`src/logic/sti_pkg.sv`:
```
// sti_pkg: constants and types for the target-side information transfer port
// assumes: 200 MHz system clock; bus lines handled as active-high levels
package sti_pkg;
    typedef enum logic [2:0] {
        STI_PH_DATA_OUT = 3'h0,
        STI_PH_DATA_IN = 3'h1,
        STI_PH_COMMAND = 3'h2,
        STI_PH_STATUS = 3'h3,
        STI_PH_MSG_OUT = 3'h6,
        STI_PH_MSG_IN = 3'h7
    } sti_phase_t;

    localparam int CLK_PERIOD_PS = 5000;
    localparam int BUS_SETTLE_NS = 400;
    localparam int BUS_SETTLE_CYC = (BUS_SETTLE_NS * 1000 + CLK_PERIOD_PS - 1)
        / CLK_PERIOD_PS;
    localparam int BUS_CLEAR_NS = 800;
    localparam int BUS_CLEAR_CYC = (BUS_CLEAR_NS * 1000) / CLK_PERIOD_PS;
    localparam int RESET_HOLD_US = 25;
    localparam int RESET_HOLD_CYC = (RESET_HOLD_US * 1000000) / CLK_PERIOD_PS;
    localparam int SYNC_STAGES = 2;
    localparam logic [6:0] SETTLE_LOAD = 7'(BUS_SETTLE_CYC);
    localparam logic [7:0] BYTE_RESET = 8'h00;
    localparam logic [2:0] PHASE_RESET = 3'h0;
endpackage : sti_pkg

```
`src/logic/sti_sync.sv`:
```
// sti_sync: multi-stage synchroniser for a vector of asynchronous levels
// assumes: inputs come from board pins (bus lines or straps), outside the clk_sys domain
`timescale 1ns/1ps
`default_nettype none
module sti_sync #(
    parameter int WIDTH = 5
) (
    input wire logic clk_sys,
    input wire logic rst,
    input wire logic [WIDTH-1:0] d,
    output logic [WIDTH-1:0] q
);
    logic [WIDTH-1:0] stage1;

    always_ff @(posedge clk_sys or posedge rst) begin
        if (rst) begin
            stage1 <= '0;
            q <= '0;
        end else begin
            stage1 <= d;
            q <= stage1;
        end
    end
endmodule : sti_sync
`default_nettype wire

```
`src/logic/sti_target.sv`:
```
// sti_target: target-side phase encoding and byte handshake on the bus
// assumes: bus pins active high here; open-collector drivers outside obey oe
`timescale 1ns/1ps
`default_nettype none
// Functional notes
// [RULE_01] drive the six legal phase codes on msg, c/d, i/o; never reserved ones
// [RULE_02] initiator ignores phase lines until it sees req asserted
// [RULE_03] each byte moves with one req/ack four-step interlock
// [RULE_04] inbound data valid before req and held until ack rises
// [RULE_05] target always drives correct parity on inbound bytes
// [RULE_06] parity is odd over nine lines
// [RULE_07] initiator holds outbound data from ack until req falls
// [RULE_08] check outbound parity only when checking is enabled
// [RULE_09] bsy held, sel low; phase lines settle before first req, held after
// [RULE_10] bus settle delay is at least 400 ns
// [RULE_11] command phase collects command bytes with c/d only asserted
// [RULE_12] data in sends device data; data out receives write data
// [RULE_13] message out entered only on attention, when the target is ready
// [RULE_14] message out continues while atn asserted, ends when atn false
// [RULE_15] bsy, sel, req, ack hold between phases
// [RULE_16] initiator drops atn only at reset, bus free, or last msg byte
// [RULE_17] initiator keeps answering handshakes while atn is asserted
// [RULE_18] release all lines except rst within 800 ns of rst
// [RULE_19] rst held at least 25 us; other lines untrusted meanwhile
// [RULE_20] the target never asserts rst
// [RULE_21] after reset the bus returns to bus free
// [RULE_22] hard reset mode clears commands, reservations and modes
// [RULE_23] soft reset mode keeps identified commands, reservations, modes
// [RULE_24] bus free, arbitration, selection, transfer; any phase may go free
// [RULE_25] ack, atn, rst, sel, bsy pass synchronisers before use
module sti_target (
    input wire logic clk_sys,
    input wire logic rst,
    // bus side
    input wire logic ack_in,
    input wire logic atn_in,
    input wire logic rst_in,
    input wire logic sel_in,
    input wire logic bsy_in,
    input wire logic [7:0] db_in,
    input wire logic dbp_in,
    output logic [7:0] db_out,
    output logic dbp_out,
    output logic db_oe,
    output logic req_out,
    output logic msg_out,
    output logic cd_out,
    output logic io_out,
    output logic bsy_out,
    output logic sel_out,
    output logic rst_bus_out,
    // option_jumper_header straps
    input wire logic option_jumper_header_hard,
    input wire logic parity_check_en,
    // user side
    input wire logic connected,
    input wire logic phase_start,
    input wire sti_pkg::sti_phase_t phase_sel,
    input wire logic tx_valid,
    input wire logic [7:0] tx_byte,
    input wire logic last_byte,
    input wire logic phase_end,
    input wire logic go_free,
    output logic tx_ready,
    output logic rx_valid,
    output logic [7:0] rx_byte,
    output logic rx_parity_err,
    output logic in_phase,
    output logic atn_pending,
    output logic phase_done,
    output logic bus_reset_active,
    output logic hard_reset_pulse,
    output logic soft_resume_pulse
);
    typedef enum logic [2:0] {
        STI_IDLE,
        STI_SETTLE,
        STI_WAIT_DATA,
        STI_REQ_HI,
        STI_WAIT_ACK_LO,
        STI_HOLD
    } sti_state_t;

    function automatic logic odd_par(input logic [7:0] b);
        odd_par = ~(^b);
    endfunction : odd_par

    sti_state_t state;
    sti_state_t next_state;
    logic ack_s;
    logic atn_s;
    logic rst_s;
    logic sel_s;
    logic bsy_s;
    logic rst_s_d;
    logic [6:0] settle_cnt;
    logic [2:0] phase;
    logic inbound;
    logic is_msg_out;
    logic phase_ok;
    logic start_ok;
    logic rst_rise;
    logic rst_fall;
    logic ack_seen_hi;
    logic ack_seen_lo;
    logic outbound_done;
    logic par_bad;
    logic mo_last;
    logic [7:0] db_s;
    logic dbp_s;
    logic hard_s;
    logic pce_s;

    // [RULE_25]
    sti_sync #(.WIDTH(14)) u_sync (
        .clk_sys(clk_sys),
        .rst(rst),
        .d({ack_in, atn_in, rst_in, sel_in, bsy_in, dbp_in, db_in}),
        .q({ack_s, atn_s, rst_s, sel_s, bsy_s, dbp_s, db_s})
    );

    // straps are board pins too: synchronise before any logic reads them
    sti_sync #(.WIDTH(2)) u_strap_sync (
        .clk_sys(clk_sys),
        .rst(rst),
        .d({option_jumper_header_hard, parity_check_en}),
        .q({hard_s, pce_s})
    );

    assign inbound = phase[0];
    assign is_msg_out = (phase == 3'(sti_pkg::STI_PH_MSG_OUT));
    // reserved codes 4 and 5 are refused at phase start [RULE_01]
    assign phase_ok = (phase_sel != 3'h4) && (phase_sel != 3'h5);
    // message out only while attention is pending [RULE_13]
    assign start_ok = phase_start && phase_ok && connected && !rst_s
        && ((phase_sel != sti_pkg::STI_PH_MSG_OUT) || atn_s);
    assign rst_rise = rst_s && !rst_s_d;
    assign rst_fall = !rst_s && rst_s_d;
    assign ack_seen_hi = ack_s;
    assign ack_seen_lo = !ack_s;
    // odd parity over nine lines [RULE_06] [RULE_08]
    assign par_bad = pce_s && (dbp_s != odd_par(db_s));
    // last message byte when atn has fallen by the time ack rises [RULE_14]
    assign mo_last = is_msg_out && !atn_s;
    assign outbound_done = (state == STI_REQ_HI) && ack_seen_hi && !inbound;

    // phase and handshake sequencing [RULE_03] [RULE_24]
    always_comb begin
        next_state = state;
        unique case (state)
            STI_IDLE: begin
                if (start_ok) begin
                    next_state = STI_SETTLE;
                end
            end
            STI_SETTLE: begin
                // phase lines stand a settle delay before first req [RULE_09] [RULE_10]
                if (settle_cnt == 7'h00) begin
                    next_state = STI_WAIT_DATA;
                end
            end
            STI_WAIT_DATA: begin
                if (is_msg_out && !atn_s) begin
                    next_state = STI_HOLD;
                end else if (phase_end && !is_msg_out) begin
                    next_state = STI_HOLD;
                end else if (!inbound || tx_valid) begin
                    next_state = STI_REQ_HI;
                end
            end
            STI_REQ_HI: begin
                if (ack_seen_hi) begin
                    next_state = STI_WAIT_ACK_LO;
                end
            end
            STI_WAIT_ACK_LO: begin
                // phase lines held until ack falls [RULE_09]
                if (ack_seen_lo) begin
                    next_state = STI_WAIT_DATA;
                end
            end
            STI_HOLD: begin
                next_state = STI_IDLE;
            end
        endcase
    end

    always_ff @(posedge clk_sys or posedge rst) begin
        if (rst) begin
            state <= STI_IDLE;
        end else if (rst_s) begin
            // bus reset overrides every phase, back to bus free [RULE_18] [RULE_21]
            state <= STI_IDLE;
        end else begin
            state <= next_state;
        end
    end

    always_ff @(posedge clk_sys or posedge rst) begin
        if (rst) begin
            settle_cnt <= 7'h00;
            phase <= sti_pkg::PHASE_RESET;
        end else if (state == STI_IDLE && start_ok) begin
            settle_cnt <= sti_pkg::SETTLE_LOAD;
            phase <= phase_sel;
        end else if (state == STI_SETTLE && settle_cnt != 7'h00) begin
            settle_cnt <= settle_cnt - 7'h01;
        end
    end

    // bus drivers: lines released while bus reset is seen [RULE_18]
    always_ff @(posedge clk_sys or posedge rst) begin
        if (rst) begin
            req_out <= 1'b0;
            msg_out <= 1'b0;
            cd_out <= 1'b0;
            io_out <= 1'b0;
            bsy_out <= 1'b0;
            sel_out <= 1'b0;
            db_oe <= 1'b0;
            db_out <= sti_pkg::BYTE_RESET;
            dbp_out <= 1'b0;
            rst_bus_out <= 1'b0;
        end else begin
            rst_bus_out <= 1'b0; // [RULE_20]
            sel_out <= 1'b0; // [RULE_09]
            if (rst_s) begin
                req_out <= 1'b0;
                msg_out <= 1'b0;
                cd_out <= 1'b0;
                io_out <= 1'b0;
                bsy_out <= 1'b0;
                db_oe <= 1'b0;
            end else begin
                // bsy held through connection; drops on go_free in idle or on bus reset [RULE_09] [RULE_15]
                if (go_free && state == STI_IDLE) begin
                    bsy_out <= 1'b0;
                end else if (connected) begin
                    bsy_out <= 1'b1;
                end
                if (state == STI_IDLE && start_ok) begin
                    // phase code onto msg, c/d, i/o [RULE_01] [RULE_11] [RULE_12]
                    {msg_out, cd_out, io_out} <= phase_sel;
                end
                if (state == STI_WAIT_DATA && next_state == STI_REQ_HI) begin
                    if (inbound) begin
                        // data and parity set up a cycle ahead of req [RULE_04] [RULE_05]
                        db_out <= tx_byte;
                        dbp_out <= odd_par(tx_byte);
                        db_oe <= 1'b1;
                    end
                end else if (state == STI_REQ_HI && next_state == STI_REQ_HI
                        && inbound) begin
                    req_out <= 1'b1; // [RULE_03]
                end else if (state == STI_REQ_HI && ack_seen_hi) begin
                    req_out <= 1'b0;
                end else if (state == STI_WAIT_ACK_LO && ack_seen_lo) begin
                    db_oe <= 1'b0;
                end
                if (state == STI_WAIT_DATA && next_state == STI_REQ_HI
                        && !inbound) begin
                    req_out <= 1'b1;
                end
            end
        end
    end

    // user-side status and received bytes
    always_ff @(posedge clk_sys or posedge rst) begin
        if (rst) begin
            rx_valid <= 1'b0;
            rx_byte <= sti_pkg::BYTE_RESET;
            rx_parity_err <= 1'b0;
            tx_ready <= 1'b0;
            in_phase <= 1'b0;
            atn_pending <= 1'b0;
            phase_done <= 1'b0;
            bus_reset_active <= 1'b0;
            hard_reset_pulse <= 1'b0;
            soft_resume_pulse <= 1'b0;
            rst_s_d <= 1'b0;
        end else begin
            rst_s_d <= rst_s;
            // byte taken while initiator holds it, before req falls [RULE_07]
            rx_valid <= outbound_done;
            if (outbound_done) begin
                rx_byte <= db_s;
                rx_parity_err <= par_bad; // [RULE_08]
            end
            tx_ready <= (state == STI_WAIT_DATA) && inbound
                && (next_state == STI_REQ_HI);
            // drops in the same cycle as bsy when a bus reset is seen
            in_phase <= (state != STI_IDLE) && !rst_s;
            atn_pending <= atn_s && bsy_s;
            phase_done <= (state == STI_HOLD) || (mo_last && outbound_done);
            bus_reset_active <= rst_s;
            // hard mode: drop commands, reservations, modes [RULE_22]
            hard_reset_pulse <= rst_rise && hard_s;
            // soft mode: resume identified commands after reset ends [RULE_23]
            soft_resume_pulse <= rst_fall && !hard_s;
        end
    end
endmodule : sti_target
`default_nettype wire

```
`config.mk`:
```
export PLATFORM = sky130hd
export DESIGN_NAME = sti_target
export DESIGN_NICKNAME = d
export VERILOG_FILES = /design/src/logic/sti_pkg.sv /design/src/logic/sti_sync.sv /design/src/logic/sti_target.sv
export SDC_FILE = /design/constraint.sdc
export NUM_CORES = 1
export LEC_CHECK = 0
export BUFFER_PORTS_ARGS = -buffer_cell sky130_fd_sc_hd__buf_2
export CELL_PAD_IN_SITES_DETAIL_PLACEMENT = 0
export CELL_PAD_IN_SITES_GLOBAL_PLACEMENT = 1
export CORE_MARGIN = 2
export CORE_UTILIZATION = 46
export DETAILED_ROUTE_END_ITERATION = 16
export PLACE_DENSITY_LB_ADDON = 0.12
export SLEW_MARGIN = 0
export SYNTH_ARGS = -nofsm -noshare
export SYNTH_HDL_FRONTEND = slang
export SYNTH_SLANG_ARGS = --single-unit
```
`constraint.sdc`:
```
create_clock -name clk_sys -period 4.25 [get_ports clk_sys]
set_input_delay 0.425 -clock clk_sys [delete_from_list [all_inputs] [get_ports clk_sys]]
set_output_delay 0.425 -clock clk_sys [all_outputs]
set_load 0.01 [all_outputs]
```
==> impl_metrics.toml <==
[outcome]
outcome = "completed"

[synth]
synth_adder_area_share_pct = 0.426
syn_avg_cell_area_um2 = 13.7
synth_cells = 215
netlist_area_um2 = 2940
synthArstFlopShare_pct = 100
synth_edf_count = 0
synth_top_family_by_area = "simple AND/OR/NAND/NOR gates"
yosys.area_share.simple_pct = 10.8
yosysTopAreaCell = "dfrtp_1"
yosys.area.top_type_share_pct = 63.9
synthMuxAreaShare_pct = 9.03
synth_compound_area_share_pct = 8.10
ys_seq_area_share_pct = 63.9
yosys-top-cells-area = "dfrtp_1 (64%), mux2_2 (7.7%), xnor2_1 (3.6%)"
ys.flop_type = "dfrtp_1"
ys_ff_latch = 75
synth_warnings = 0
synth_xor_area_share_pct = 5.54
synthDistinctLibCells = 50

[clock_network]
post_cts_buffers = 0
cts_tree = "built"
clk_latency_ps = 350
htreeDepth = 3
cts_made_buffers = 9
clockBufferDepth = 2
root_buffer = "clkbuf_8"
postCtsHoldBufs = 0
cts.sinks = 75
path_clk_slew_ps = 80
cts_resized = 0

[route]
drt-initial-drc-count = 149
vias = 1873
antenna_left = 0
drc_errors = 0
dr.pass1.iters = 4
viasPerCell = 5.10
post_drt_wl_per_cell_um = 13.9
drt-total-wl_um = 5120

[finish]
area_delta_synth_final_pct = 20.6
final_common_cell = "dfrtp_1"
final_area_um2 = 3540
diodes = 0
nNetsFinal = 321
final_layout_size_suffix_gt1_share_pct = 39.0
final_cell_mix = "dfrtp_1 (75), buf_2 (64), mux2_2 (20)"

[worst_setup_path]
r2r_setup_slack_ps = 2000
cp-start-kind = "register"
worstRegToRegCells = 5
worstPathMaxFanout = 15
r2r-start = "state[1]"
critPathRequiredTime_ps = 4470
path_cells = "or3_1 > a2111oi_2 > buf_4 > mux2i_1 > nor2_1"
cp_slowest_stage_delay_ps = 620
crit_type = "reg -> reg"
crit_cells = 5
rr_endpoint = "msg_out"
cp.arrival_ps = 2460
path_delay_family = "compound AO/OA/AOI/OAI gates"
crit_slowest_cell = "a2111oi_2"
cp-end-kind = "register"
path_buf_inv = 1

[power]
leakage_nw = 1.72
ir_worst_vdd_uv = 288
powerDensity_nw_per_um2 = 588
power_mw = 2.08

[job]
maxCapViolations = 0

[floorplanning]
fp.coreArea_um2 = 6280
start_util_pct = 46.8
die_w_um = 83.9
num_rows = 29
fp.dieH_um = 83.9
io_pins = 69
fp.dieArea_um2 = 7040

[timing]
fmax_mhz = 445
min_period_over_period_pct = 52.8
min_period_ps = 2250
skew_ps = 13.3
worst_pin_slew_ps = 891
rsz0062_at_grt = "false"
slew_headroom_pct = 40.5
finalSetupViolCount = 0
slew_violations = 0
final-hold-violation-count = 0
fin_ws_ps = 2000
fin_tns_setup_ps = 0

[place]
place_hpwl_um = 3620
dpl-instance-area_um2 = 3330
io_buffers = 64
place.gp.congestion = 0.784
pre_cts_slack_ps = 1980

[min_path]
hold_path_class = "in -> reg"
whs_path_depth = 1
hp-start = "db_in[5]"
whs_endpoint = "u_sync.stage1[5]"

[global_routing]
grt_pass1_vias = 1906
grt_pass1_wl_um = 8800
gr-total-overflow = 0
grt_util_all_layers_pct = 16.0
grt_max_degree = 44
antenna_found_initial = 0
-- sequential cells by signal, indices dropped and copies added, names as in the netlist, 2 cells and up --
signal and flops:
u_sync.q 13, u_sync.stage1 13, db_out 8, rx_byte 8
settle_cnt 7, phase 3, state 3, u_strap_sync.q 2
u_strap_sync.stage1 2
-- report_power, final --
part	internal, mW	switching (mW)	total [mW]
sequential	0.857	0.127	0.984
combinational	0.257	0.251	0.508
clock	0.332	0.261	0.593
-- worst reg2reg max path: stages, from the launching register on --
cell and delay, ps:
dfrtp_1 550, or3_1 430, a2111oi_2 620, buf_4 290
mux2i_1 190, nor2_1 50
-- Yosys cell counts, types with 2 or more instances --
cell type and n:
nor2b_1 6, inv_1 4, o211ai_1 2, dfrtp_1 75, a211oi_1 3, or2_2 2
a21oi_1 6, nor2_1 15, o21ai_0 7, buf_4 4, nand2_1 7, nor3_1 2
nor4_1 3, nand4_1 2, xnor2_1 12, clkbuf_1 3, or3_1 3, xor2_1 4
o21a_1 2, mux2_2 20, mux2i_1 4
-- worst max path at each step --
stage	slack, ps	start	endpoint
finish	2000	state[1]	msg_out
global route	1820	state[1]	msg_out
CTS	1980	state[1]	msg_out
detailed placement	1980	state[1]	msg_out
global placement	1990	state[1]	msg_out
floorplan	1920	rst	atn_pending
-- cells by family (layout without fill, tap and decap cells) --
kind of cell	count (synthesis)	count (layout)
flops	75	75
fa+ha+maj	1	1
xor+xnor	17	17
simple gates	54	54
other cells	1	2
buf+inv	12	86
mux	24	24
compound gates	31	31
-- final cells by class --
type,instances,area [um2]
Tap cell,77,96.3
Timing Repair Buffer,66,335
Fill cell,561,2740
Inverter,4,15.0
Sequential cell,75,1880
Clock buffer,10,128
Clock inverter,6,88.8
Multi-Input combinational cell,129,1000
-- metrics by stage --
stage | util (%) | std cells | hold WS (ps)
floorplan | - | 216 | 331
global placement | 53.0 | 351 | 332
detailed placement | 53.0 | 351 | 335
CTS | 56.4 | 367 | 168
global route | 56.4 | 367 | 158
finish | 56.4 | 367 | 184
-- layer usage --
metal	wire length, um	GRT usage (%)	vias to the layer above
met5	0	0	-
met4	74	6.60	0
met3	284	5.54	7
met2	2410	25.2	52
met1	2340	20.4	925
li1	-	-	889
(Power assumes the default switching activity.)
